<file path="config.mk">
export PLATFORM = sky130hd
export DESIGN_NAME = trigger_sequencer
export DESIGN_NICKNAME = d
export VERILOG_FILES = /design/src/include/trig_pkg.sv /design/src/include/trig_count_if.sv /design/src/core/trig_counter.sv /design/src/core/trig_timer.sv /design/src/core/trigger_sequencer.sv
export SDC_FILE = /design/constraint.sdc
export NUM_CORES = 2
export LEC_CHECK = 0
export BUFFER_PORTS_ARGS = -buffer_cell sky130_fd_sc_hd__buf_2
export CAP_MARGIN = 5
export CELL_PAD_IN_SITES_DETAIL_PLACEMENT = 1
export CELL_PAD_IN_SITES_GLOBAL_PLACEMENT = 2
export CORE_MARGIN = 4
export CORE_UTILIZATION = 30
export CTS_BUF_LIST = sky130_fd_sc_hd__clkbuf_8
export DETAILED_ROUTE_END_ITERATION = 7
export PLACE_DENSITY = 0.7
export REMOVE_ABC_BUFFERS = 1
export SLEW_MARGIN = 10
export SYNTH_ARGS = -nofsm -noshare
export SYNTH_HDL_FRONTEND = slang
export SYNTH_SLANG_ARGS = --single-unit
</file>
<file path="constraint.sdc">
create_clock -name clk_i -period 9.5 [get_ports clk_i]
set_input_delay 1.9 -clock clk_i [delete_from_list [all_inputs] [get_ports clk_i]]
set_output_delay 1.9 -clock clk_i [all_outputs]
set_load 0.01 [all_outputs]
</file>
<file path="src/include/trig_pkg.sv">
// Shared constants and types for the trigger sequencer
package trig_pkg;
   ////////////////////////////////////////////////////////////////////////////
   localparam int NUM_LEVELS = 4;
   localparam int NUM_EVENTS = 8;
   localparam int NUM_ROWS = 12;
   localparam int ROW_SLOTS = 16;
   localparam int ROW_CNT_A = 8;
   localparam int ROW_CNT_B = 9;
   localparam int ROW_TMR = 10;
   localparam int ROW_EXT = 11;
   localparam int ROW_W = 16;
   localparam int CNT_W = 16;
   localparam int TIMER_W = 20;
   localparam int ADR_W = 10;
   localparam int INT_W = 6;
   ////////////////////////////////////////////////////////////////////////////
   // Row word fields
   localparam int ROW_EN = 0;
   localparam int ROW_EXTQ = 1;
   localparam int ACT_SEQ = 2;
   localparam int ACT_RST = 3;
   localparam int ACT_BRK = 4;
   localparam int ACT_TOFF = 5;
   localparam int ACT_NEXT = 6;
   localparam int ACT_INC_A = 7;
   localparam int ACT_CLR_A = 8;
   localparam int ACT_INC_B = 9;
   localparam int ACT_CLR_B = 10;
   localparam int ACT_OUT_LO = 11;
   localparam int ACT_OUT_HI = 12;
   localparam int ACT_TMR_START = 13;
   localparam int ACT_TMR_STOP = 14;
   localparam int ACT_TMR_CLR = 15;
   ////////////////////////////////////////////////////////////////////////////
   // Register offsets
   localparam logic [ADR_W-1:0] OFF_CTRL = 10'h000;
   localparam logic [ADR_W-1:0] OFF_STATUS = 10'h004;
   localparam logic [ADR_W-1:0] OFF_INT_STAT = 10'h008;
   localparam logic [ADR_W-1:0] OFF_INT_MASK = 10'h00c;
   localparam logic [ADR_W-1:0] OFF_CNT_A_LIMIT = 10'h010;
   localparam logic [ADR_W-1:0] OFF_CNT_B_LIMIT = 10'h014;
   localparam logic [ADR_W-1:0] OFF_TMR_LIMIT = 10'h018;
   localparam logic [ADR_W-1:0] OFF_TMR_VALUE = 10'h01c;
   localparam logic [ADR_W-1:0] OFF_CNT_A_VALUE = 10'h020;
   localparam logic [ADR_W-1:0] OFF_CNT_B_VALUE = 10'h024;
   localparam logic [1:0] ROW_PAGE = 2'h1;
   ////////////////////////////////////////////////////////////////////////////
   // Control and interrupt bits, reset values
   localparam int CTRL_CLOCK_MODE = 0;
   localparam int CTRL_CNT_EN = 1;
   localparam int CTRL_TMR_EN = 2;
   localparam int CTRL_ARM = 3;
   localparam int CTRL_RESTART = 4;
   localparam int INT_BREAK = 0;
   localparam int INT_LEVEL = 1;
   localparam int INT_CNT_A = 2;
   localparam int INT_CNT_B = 3;
   localparam int INT_TMR = 4;
   localparam int INT_TOFF = 5;
   localparam logic [3:0] CTRL_RST = 4'h0;
   localparam logic TRIG_OUT_RST = 1'b1;
   localparam logic TRACE_ON_RST = 1'b1;

   typedef enum logic [1:0] {
      LEVEL_0 = 2'b00,
      LEVEL_1 = 2'b01,
      LEVEL_2 = 2'b10,
      LEVEL_3 = 2'b11
   } level_e;
endpackage

</file>
<file path="src/include/trig_count_if.sv">
// Control and status link between sequencer and its counting units
`timescale 1ns/1ps
interface trig_count_if #(parameter int W = 16);
   logic enable;
   logic step;
   logic clear;
   logic halt;
   logic [W-1:0] limit;
   logic [W-1:0] value;
   logic hit;
   modport ctl (output enable, step, clear, halt, limit, input value, hit);
   modport unit (input enable, step, clear, halt, limit, output value, hit);
endinterface

</file>
<file path="src/core/trig_counter.sv">
// Event counter with terminal value detection
`timescale 1ns/1ps
module trig_counter
   import trig_pkg::*;
#(
   parameter int W = CNT_W
) (
   // Clock and reset
   input wire logic clk_i,
   input wire logic rst_i,
   // Control link
   trig_count_if.unit cnt
);
   typedef struct packed {
      logic [W-1:0] value;
      logic hit;
   } cnt_s;

   cnt_s st_reg;
   cnt_s st_next;

   ////////////////////////////////////////////////////////////////////////////
   always_comb begin
      st_next = st_reg;
      st_next.hit = 1'b0;
      if (!cnt.enable) begin
         st_next.value = st_reg.value;
      end else if (cnt.clear) begin
         st_next.value = '0;
      end else if (cnt.step) begin
         st_next.value = st_reg.value + 1'b1;
         // Fires once, on the step that lands on the limit
         st_next.hit = (st_next.value == cnt.limit);
      end
   end

   always_ff @(posedge clk_i) begin
      if (rst_i) begin
         st_reg <= '0;
      end else begin
         st_reg <= st_next;
      end
   end

   assign cnt.value = st_reg.value;
   assign cnt.hit = st_reg.hit;

   ////////////////////////////////////////////////////////////////////////////
   property p_cnt_clear;
      @(posedge clk_i) disable iff (rst_i)
      (cnt.enable && cnt.clear) |=> (cnt.value == '0) && !cnt.hit;
   endproperty
   a_cnt_clear: assert property (p_cnt_clear) else $error("counter not cleared");
endmodule

</file>
<file path="src/core/trig_timer.sv">
// Start/stop trigger timer with compare value
`timescale 1ns/1ps
module trig_timer
   import trig_pkg::*;
#(
   parameter int W = TIMER_W
) (
   // Clock and reset
   input wire logic clk_i,
   input wire logic rst_i,
   // Processor clock tick
   input wire logic tick_i,
   // Control link
   trig_count_if.unit tmr
);
   typedef struct packed {
      logic run;
      logic [W-1:0] value;
      logic hit;
   } tmr_s;

   tmr_s st_reg;
   tmr_s st_next;

   ////////////////////////////////////////////////////////////////////////////
   always_comb begin
      st_next = st_reg;
      st_next.hit = 1'b0;
      if (!tmr.enable) begin
         st_next.run = 1'b0;
      end else begin
         if (tmr.step) begin
            st_next.run = 1'b1;
         end
         if (tmr.halt) begin
            st_next.run = 1'b0;
         end
         if (tmr.clear) begin
            st_next.value = '0;
         end else if (st_reg.run && tick_i) begin
            // Natural W-bit overflow gives the wrap back to zero
            st_next.value = st_reg.value + 1'b1;
            st_next.hit = (st_next.value == tmr.limit);
         end
      end
   end

   always_ff @(posedge clk_i) begin
      if (rst_i) begin
         st_reg <= '0;
      end else begin
         st_reg <= st_next;
      end
   end

   assign tmr.value = st_reg.value;
   assign tmr.hit = st_reg.hit;

   ////////////////////////////////////////////////////////////////////////////
   property p_tmr_wrap;
      @(posedge clk_i) disable iff (rst_i)
      (tmr.enable && st_reg.run && tick_i && !tmr.clear && (&st_reg.value)) |=> (tmr.value == '0);
   endproperty
   a_tmr_wrap: assert property (p_tmr_wrap) else $error("timer did not wrap");
endmodule

</file>
<file path="src/core/trigger_sequencer.sv">
// Four-level trigger sequencer with Wishbone register access
`timescale 1ns/1ps
module trigger_sequencer
   import trig_pkg::*;
(
   // Clock and reset
   input wire logic clk_i,
   input wire logic rst_i,
   // Wishbone slave
   input wire logic wb_cyc_i,
   input wire logic wb_stb_i,
   input wire logic wb_we_i,
   input wire logic [ADR_W-1:0] wb_adr_i,
   input wire logic [3:0] wb_sel_i,
   input wire logic [31:0] wb_dat_i,
   output logic [31:0] wb_dat_o,
   output logic wb_ack_o,
   // Target pins
   input wire logic proc_clk_i,
   input wire logic bus_cycle_i,
   input wire logic [NUM_EVENTS-1:0] event_match_i,
   input wire logic ext_trig_n_i,
   // Actions
   output logic break_o,
   output logic trace_on_o,
   output logic trace_next_o,
   output logic trigger_out_o,
   output logic [1:0] level_o,
   output logic irq_o
);
   typedef struct packed {
      logic [NUM_EVENTS-1:0] ev_s1;
      logic [NUM_EVENTS-1:0] ev_s2;
      logic pclk_s1;
      logic pclk_s2;
      logic pclk_d;
      logic bus_s1;
      logic bus_s2;
      logic bus_d;
      logic extn_s1;
      logic extn_s2;
      logic [3:0] ctrl;
      logic [INT_W-1:0] int_stat;
      logic [INT_W-1:0] int_mask;
      logic [CNT_W-1:0] lim_a;
      logic [CNT_W-1:0] lim_b;
      logic [TIMER_W-1:0] lim_t;
      logic [NUM_LEVELS-1:0][NUM_ROWS-1:0][ROW_W-1:0] rows;
      level_e level;
      logic brk;
      logic trace_on;
      logic trace_next;
      logic trig_out;
      logic irq;
      logic ack;
      logic [31:0] rdata;
   } seq_s;

   seq_s st_reg;
   seq_s st_next;

   trig_count_if #(.W(CNT_W)) cnt_a ();
   trig_count_if #(.W(CNT_W)) cnt_b ();
   trig_count_if #(.W(TIMER_W)) tmr ();

   logic tick;
   logic sample;
   logic armed;
   logic cnt_en;
   logic tmr_en;
   logic [NUM_ROWS-1:0] match;
   logic [NUM_ROWS-1:0] fire;
   logic [NUM_ROWS-1:0] en_vec;
   logic [NUM_ROWS-1:0] extq_vec;
   logic [NUM_ROWS:0][ROW_W-1:0] act_chain;
   logic [ROW_W-1:0] acts;
   logic [ROW_W-1:0] cur_row [NUM_ROWS];
   logic bus_req;
   logic wr;
   logic rd;
   logic [31:0] wmask;
   logic row_hit;
   logic [1:0] row_lvl;
   logic [3:0] row_idx;
   logic restart;

   ////////////////////////////////////////////////////////////////////////////
   // Sampling strobes
   assign tick = st_reg.pclk_s2 && !st_reg.pclk_d;
   assign sample = st_reg.ctrl[CTRL_CLOCK_MODE] ? tick :
      (st_reg.bus_d && !st_reg.bus_s2);
   assign armed = st_reg.ctrl[CTRL_ARM] && !st_reg.brk;
   assign cnt_en = st_reg.ctrl[CTRL_CNT_EN];
   assign tmr_en = st_reg.ctrl[CTRL_TMR_EN];

   ////////////////////////////////////////////////////////////////////////////
   // Row evaluation for the active level only
   assign act_chain[0] = '0;
   genvar r;
   generate
      for (r = 0; r < NUM_ROWS; r++) begin : g_row
         assign cur_row[r] = st_reg.rows[st_reg.level][r];
         assign en_vec[r] = cur_row[r][ROW_EN];
         assign extq_vec[r] = cur_row[r][ROW_EXTQ];
         if (r < NUM_EVENTS) begin : g_ev
            assign match[r] = sample && st_reg.ev_s2[r];
         end else if (r == ROW_CNT_A) begin : g_ca
            assign match[r] = cnt_en && cnt_a.hit;
         end else if (r == ROW_CNT_B) begin : g_cb
            assign match[r] = cnt_en && cnt_b.hit;
         end else if (r == ROW_TMR) begin : g_tm
            assign match[r] = tmr_en && tmr.hit;
         end else begin : g_ex
            assign match[r] = sample && !st_reg.extn_s2;
         end
         assign fire[r] = armed && en_vec[r] && match[r] &&
            (!extq_vec[r] || !st_reg.extn_s2);
         assign act_chain[r+1] = act_chain[r] | (fire[r] ? cur_row[r] : '0);
      end
   endgenerate
   assign acts = act_chain[NUM_ROWS];

   ////////////////////////////////////////////////////////////////////////////
   // Counting units
   assign cnt_a.enable = cnt_en;
   assign cnt_a.step = acts[ACT_INC_A];
   assign cnt_a.clear = acts[ACT_CLR_A] || restart;
   assign cnt_a.halt = 1'b0;
   assign cnt_a.limit = st_reg.lim_a;
   assign cnt_b.enable = cnt_en;
   assign cnt_b.step = acts[ACT_INC_B];
   assign cnt_b.clear = acts[ACT_CLR_B] || restart;
   assign cnt_b.halt = 1'b0;
   assign cnt_b.limit = st_reg.lim_b;
   assign tmr.enable = tmr_en;
   assign tmr.step = acts[ACT_TMR_START];
   assign tmr.halt = acts[ACT_TMR_STOP];
   assign tmr.clear = acts[ACT_TMR_CLR] || restart;
   assign tmr.limit = st_reg.lim_t;

   trig_counter #(.W(CNT_W)) u_cnt_a (
      .clk_i(clk_i),
      .rst_i(rst_i),
      .cnt(cnt_a)
   );
   trig_counter #(.W(CNT_W)) u_cnt_b (
      .clk_i(clk_i),
      .rst_i(rst_i),
      .cnt(cnt_b)
   );
   trig_timer #(.W(TIMER_W)) u_tmr (
      .clk_i(clk_i),
      .rst_i(rst_i),
      .tick_i(tick),
      .tmr(tmr)
   );

   ////////////////////////////////////////////////////////////////////////////
   // Bus decode
   assign bus_req = wb_cyc_i && wb_stb_i && !st_reg.ack;
   assign wr = bus_req && wb_we_i;
   assign rd = bus_req && !wb_we_i;
   assign wmask = {{8{wb_sel_i[3]}}, {8{wb_sel_i[2]}}, {8{wb_sel_i[1]}}, {8{wb_sel_i[0]}}};
   assign row_lvl = wb_adr_i[7:6];
   assign row_idx = wb_adr_i[5:2];
   assign row_hit = (wb_adr_i[9:8] == ROW_PAGE) && (row_idx < 4'(NUM_ROWS));
   assign restart = wr && (wb_adr_i == OFF_CTRL) && wb_sel_i[0] && wb_dat_i[CTRL_RESTART];

   ////////////////////////////////////////////////////////////////////////////
   always_comb begin
      level_e adv;
      logic [INT_W-1:0] ev;
      logic [31:0] rv;
      adv = LEVEL_0;
      ev = '0;
      rv = '0;
      st_next = st_reg;
      // Synchronisers; first stage feeds only the second
      st_next.ev_s1 = event_match_i;
      st_next.ev_s2 = st_reg.ev_s1;
      st_next.pclk_s1 = proc_clk_i;
      st_next.pclk_s2 = st_reg.pclk_s1;
      st_next.pclk_d = st_reg.pclk_s2;
      st_next.bus_s1 = bus_cycle_i;
      st_next.bus_s2 = st_reg.bus_s1;
      st_next.bus_d = st_reg.bus_s2;
      st_next.extn_s1 = ext_trig_n_i;
      st_next.extn_s2 = st_reg.extn_s1;

      // Level stepping; last level holds
      case (st_reg.level)
         LEVEL_0: adv = LEVEL_1;
         LEVEL_1: adv = LEVEL_2;
         LEVEL_2: adv = LEVEL_3;
         LEVEL_3: adv = LEVEL_3;
         default: adv = LEVEL_0;
      endcase

      // Actions of all firing rows, merged
      st_next.trace_next = acts[ACT_NEXT];
      if (acts[ACT_RST]) begin
         st_next.level = LEVEL_0;
      end else if (acts[ACT_SEQ]) begin
         st_next.level = adv;
      end
      if (acts[ACT_BRK]) begin
         st_next.brk = 1'b1;
      end
      if (acts[ACT_TOFF]) begin
         st_next.trace_on = 1'b0;
      end
      // Low wins when both drive directions are requested
      if (acts[ACT_OUT_LO]) begin
         st_next.trig_out = 1'b0;
      end else if (acts[ACT_OUT_HI]) begin
         st_next.trig_out = 1'b1;
      end

      ev[INT_BREAK] = acts[ACT_BRK];
      ev[INT_LEVEL] = acts[ACT_SEQ] && !acts[ACT_RST];
      ev[INT_CNT_A] = cnt_a.hit;
      ev[INT_CNT_B] = cnt_b.hit;
      ev[INT_TMR] = tmr.hit;
      ev[INT_TOFF] = acts[ACT_TOFF];

      // Register writes
      if (wr) begin
         case (wb_adr_i)
            OFF_CTRL: st_next.ctrl = 4'((st_reg.ctrl & ~wmask) | (wb_dat_i & wmask));
            OFF_INT_MASK: st_next.int_mask = INT_W'((st_reg.int_mask & ~wmask) | (wb_dat_i & wmask));
            OFF_CNT_A_LIMIT: st_next.lim_a = CNT_W'((st_reg.lim_a & ~wmask) | (wb_dat_i & wmask));
            OFF_CNT_B_LIMIT: st_next.lim_b = CNT_W'((st_reg.lim_b & ~wmask) | (wb_dat_i & wmask));
            OFF_TMR_LIMIT: st_next.lim_t = TIMER_W'((st_reg.lim_t & ~wmask) | (wb_dat_i & wmask));
            default: begin
               if (row_hit) begin
                  st_next.rows[row_lvl][row_idx] =
                     ROW_W'((st_reg.rows[row_lvl][row_idx] & ~wmask) | (wb_dat_i & wmask));
               end
            end
         endcase
      end
      // Software restart overrides level, break, trace-on and trigger-out actions of the same cycle
      if (restart) begin
         st_next.level = LEVEL_0;
         st_next.brk = 1'b0;
         st_next.trace_on = TRACE_ON_RST;
         st_next.trig_out = TRIG_OUT_RST;
      end

      // Register reads; unmapped reads return zero
      case (wb_adr_i)
         OFF_CTRL: rv = 32'(st_reg.ctrl);
         OFF_STATUS: rv = 32'({st_reg.trig_out, st_reg.trace_on, st_reg.brk, st_reg.level});
         OFF_INT_STAT: rv = 32'(st_reg.int_stat);
         OFF_INT_MASK: rv = 32'(st_reg.int_mask);
         OFF_CNT_A_LIMIT: rv = 32'(st_reg.lim_a);
         OFF_CNT_B_LIMIT: rv = 32'(st_reg.lim_b);
         OFF_TMR_LIMIT: rv = 32'(st_reg.lim_t);
         OFF_TMR_VALUE: rv = 32'(tmr.value);
         OFF_CNT_A_VALUE: rv = 32'(cnt_a.value);
         OFF_CNT_B_VALUE: rv = 32'(cnt_b.value);
         default: rv = row_hit ? 32'(st_reg.rows[row_lvl][row_idx]) : 32'h0000_0000;
      endcase
      st_next.ack = bus_req;
      if (rd) begin
         st_next.rdata = rv;
      end

      // Read clears status; a new event in that cycle survives
      if (rd && (wb_adr_i == OFF_INT_STAT)) begin
         st_next.int_stat = ev;
      end else begin
         st_next.int_stat = st_reg.int_stat | ev;
      end
      st_next.irq = |(st_reg.int_stat & st_reg.int_mask);
   end

   always_ff @(posedge clk_i) begin
      if (rst_i) begin
         st_reg <= '0;
         st_reg.ctrl <= CTRL_RST;
         st_reg.trace_on <= TRACE_ON_RST;
         st_reg.trig_out <= TRIG_OUT_RST;
         st_reg.pclk_s1 <= 1'b0;
         st_reg.extn_s1 <= 1'b1;
         st_reg.extn_s2 <= 1'b1;
      end else begin
         st_reg <= st_next;
      end
   end

   assign wb_dat_o = st_reg.rdata;
   assign wb_ack_o = st_reg.ack;
   assign break_o = st_reg.brk;
   assign trace_on_o = st_reg.trace_on;
   assign trace_next_o = st_reg.trace_next;
   assign trigger_out_o = st_reg.trig_out;
   assign level_o = st_reg.level;
   assign irq_o = st_reg.irq;

   ////////////////////////////////////////////////////////////////////////////
   property p_row_gate;
      @(posedge clk_i) disable iff (rst_i)
      (fire & ~en_vec) == '0;
   endproperty
   a_row_gate: assert property (p_row_gate) else $error("disabled row fired");

   property p_ext_qual;
      @(posedge clk_i) disable iff (rst_i)
      |(fire & extq_vec) |-> !st_reg.extn_s2;
   endproperty
   a_ext_qual: assert property (p_ext_qual) else $error("qualified row fired with input high");

   property p_break;
      @(posedge clk_i) disable iff (rst_i)
      (acts[ACT_BRK] && !restart) |=> break_o ##1 (break_o || $past(restart));
   endproperty
   a_break: assert property (p_break) else $error("break action lost");

   property p_seq;
      @(posedge clk_i) disable iff (rst_i)
      (acts[ACT_SEQ] && !acts[ACT_RST] && !restart && level_o != 2'h3)
         |=> level_o == $past(level_o) + 2'h1;
   endproperty
   a_seq: assert property (p_seq) else $error("level did not advance by one");

   property p_reset_level;
      @(posedge clk_i) disable iff (rst_i)
      acts[ACT_RST] |=> level_o == 2'h0;
   endproperty
   a_reset_level: assert property (p_reset_level) else $error("reset action kept level");

   property p_bus_sample;
      @(posedge clk_i) disable iff (rst_i)
      (!st_reg.ctrl[CTRL_CLOCK_MODE] && |fire[NUM_EVENTS-1:0]) |-> (st_reg.bus_d && !st_reg.bus_s2);
   endproperty
   a_bus_sample: assert property (p_bus_sample) else $error("event fired off bus sample");

   property p_irq;
      @(posedge clk_i) disable iff (rst_i)
      ##1 irq_o == $past(|(st_reg.int_stat & st_reg.int_mask));
   endproperty
   a_irq: assert property (p_irq) else $error("interrupt output mismatch");

   property p_ack;
      @(posedge clk_i) disable iff (rst_i)
      (wb_cyc_i && wb_stb_i && !wb_ack_o) |=> wb_ack_o ##1 !wb_ack_o;
   endproperty
   a_ack: assert property (p_ack) else $error("ack timing wrong");
endmodule

</file>
==> results.sh <==
export IMPL_synth_edff_count=0
export IMPL_cts_buffers=178
export IMPL_synth_top_family_by_area="multiplexers"
export IMPL_die_w_um=406.2
export IMPL_synth_fa_ha_area_frac=0.0007892
export IMPL_track_usage=0.2357
export IMPL_die_y_um=406.2
export IMPL_drtIter0Drc=3978
export IMPL_power_share_clock=0.479
export IMPL_min_delay_path_depth=1
export IMPL_regArea_sq_um=18910
export IMPL_clockBufferDepth=3
export IMPL_drt_total_wl_um=199500
export IMPL_area_growth_pct=11.24
export IMPL_cts_root_buffer="clkbuf_8"
export IMPL_via_per_inst=5.738
export IMPL_fin_crit_ns=5.816
export IMPL_io_buffers=76
export IMPL_cts_tree="built"
export IMPL_endpoint_kind="flop"
export IMPL_io_pins=102
export IMPL_reg2reg_depth=8
export IMPL_final_layout_size_suffix_gt1_frac=0.1746
export IMPL_fmaxAchievable_mhz=171.9
export IMPL_worst_setup_path_start_kind="flop"
export IMPL_core_area_sq_um=156900
export IMPL_fillers=17995
export IMPL_ant_nets=0
export IMPL_ctsResizeCount=0
export IMPL_synth_compound_area_frac=0.1409
export IMPL_rsz0062_at_grt="no"
export IMPL_grt_pass1_wl_um=287900
export IMPL_synthFlopType="dfxtp_1"
export IMPL_synthMuxAreaShare=0.2059
export IMPL_hold_viol=0
export IMPL_p_leak_nw=17.32
export IMPL_drt_pass1_iterations=6
export IMPL_finClkSkew_ns=0.05938
export IMPL_ctsHoldBuffers=0
export IMPL_dieArea_sq_um=165000
export IMPL_nets=5152
export IMPL_avgSynthCellArea_sq_um=9.153
export IMPL_rows=145
export IMPL_most_common_layout_cells="dfxtp_1, nand2_1, nor2_1"
export IMPL_p_total_mw=8.389
export IMPL_syn_area_sq_um=47560
export IMPL_antenna_found_initial=7
export IMPL_sw_frac_of_total=0.2641
export IMPL_maxCapViolations=0
export IMPL_placed_area_sq_um=49350
export IMPL_p_sw_mw=2.216
export IMPL_final_period_utilization=0.6122
export IMPL_comb_power_share=0.047
export IMPL_remaining_drc_errors=0
export IMPL_hold_class="flop to flop"
export IMPL_tightest_slew_ns=1.187
export IMPL_final_area_sq_um=52910
export IMPL_internal_power_mw=6.173
export IMPL_multi_input_area_sq_um=26150
export IMPL_h_tree_depth=4
export IMPL_largest_reg_flops=785
export IMPL_grt_pass1_vias=40733
export IMPL_status="completed"
export IMPL_slew_headroom=0.2068
export IMPL_synth_largest_area_cell="dfxtp_1"
export IMPL_critPathKind="flop to flop"
export IMPL_grt_start_max_net_pins=95
export IMPL_share_seq_of_total_power=0.474
export IMPL_synth_seq_area_share=0.3974
export IMPL_arrival_ns=6.57
export IMPL_clk_insertion_delay_late_ns=0.95
export IMPL_dp_hpwl_um=134600
export IMPL_overflow=0
export IMPL_start_util=0.3031
export IMPL_ys_warn_count=0
export IMPL_clock_sinks=944
export IMPL_syn_inst=5196
export IMPL_vdd_drop_max_uv=102.1
export IMPL_yosysTopAreaCellShare=0.3974
export IMPL_ys_ff_latch=944
export IMPL_path_clk_slew_ns=0.06
export IMPL_async_flop_share=0
export IMPL_critPathRequiredTime_ns=10.26
export IMPL_cp_max_fo=39
export IMPL_final_common_cell="dfxtp_1"
export IMPL_vias=41783
export IMPL_synth_xor_area_share=0.01510
export IMPL_powerDensity_nw_per_um2=158.6
export IMPL_post_cts_setup_buffer_count=0
export IMPL_finalMaxSlewViolations=0
export IMPL_setup_viol=0
export IMPL_yosysUniqueCellTypes=86
export IMPL_synthSimpleGateAreaFrac=0.1810
export IMPL_synth_area_top_cells="dfxtp_1, mux4_2, nand2_1, a21oi_1, nor2_1"
export IMPL_place_gp_congestion=0.8901
export IMPL_wl_per_cell_um=27.40
==> area by class of cell <==
class,instances,share of cell area
clock inverters,94,0.01026
multi-input cells,3688,0.4942
diodes,7,0.0003311
well taps,2058,0.04867
inverters,57,0.004186
clock buffers,216,0.05619
repair buffers,218,0.02885
flip-flops and latches,944,0.3573
==> power by group through the flow <==
stage / logic [mW] / registers (mW) / clock network, mW
floorplan: 0.132 / 4.06 / 0
global placement: 0.390 / 4.06 / 0
detailed placement: 0.390 / 4.06 / 0
CTS: 0.391 / 3.98 / 4.11
global route: 0.409 / 3.98 / 4.29
finish: 0.393 / 3.98 / 4.02
==> worst paths after layout <==
kind | start | endpoint | slack [ns]
setup reg to reg | level_o[1] | u_cnt_a.cnt.hit | 3.68
hold reg to reg | st_next[876] | st_reg[876] | 0.42
setup / recovery | level_o[1] | u_cnt_a.cnt.hit | 3.68
hold / removal | st_next[876] | st_reg[876] | 0.42
==> through the flow <==
| stage | std cells | worst slack (ns) | hold slack [ns] | setup TNS [ns] | utilization |
|---|---|---|---|---|---|
| finish | 7282 | 3.684 | 0.4211 | 0 | 0.3371 |
| detailed placement | 6964 | 3.209 | 0.4037 | 0 | 0.3145 |
| floorplan | 4689 | -2.012 | 0.3895 | -98.93 | - |
| global placement | 6964 | 3.205 | 0.4076 | 0 | 0.3145 |
| CTS | 7274 | 3.695 | 0.4209 | 0 | 0.3369 |
| global route | 7277 | 3.569 | 0.4482 | 0 | 0.3371 |
==> kinds of logic (layout without fill, tap and decap cells) <==
kind of cell | after synthesis | in the layout
AOI/OAI and AO/OA | 1140 | 1140
xor gates and xnor gates | 82 | 82
adders and majority gates | 3 | 3
buffers and inverters | 575 | 585
DFF | 944 | 944
muxes | 502 | 502
other | 1 | 19
and+or+nand+nor | 1949 | 1949
==> metal layers <==
layer	track usage	up-vias	part of all wire
li1	-	18571	-
met1	0.3228	21418	0.44
met2	0.3732	1449	0.46
met3	0.04312	345	0.070
met4	0.08209	0	0.034
met5	0	-	0
==> worst max-delay path, cell delays in order (launching register included) <==
cell,delay [ns]
dfxtp_4,0.74
buf_4,0.68
and2b_1,0.55
a222oi_1,1.01
and3_1,0.91
a221o_1,0.32
or4b_4,0.26
nand3_1,0.52
nor4_1,0.59
==> cell usage after synthesis, drive strengths merged (19+ instances only) <==
cell type and n:
a22oi 98, xnor2 57, mux4 379, nor2 549, o221ai 19, nand3 373, mux2 22, o21ai 326
clkbuf 297, nand4 82, mux2i 101, nor2b 36, a222oi 21, a21boi 22, a21oi 517, and3 24
nand2 745, nor3 26, xor2 25, buf 221, inv 55, dfxtp 944
(Power assumes the default switching activity.)
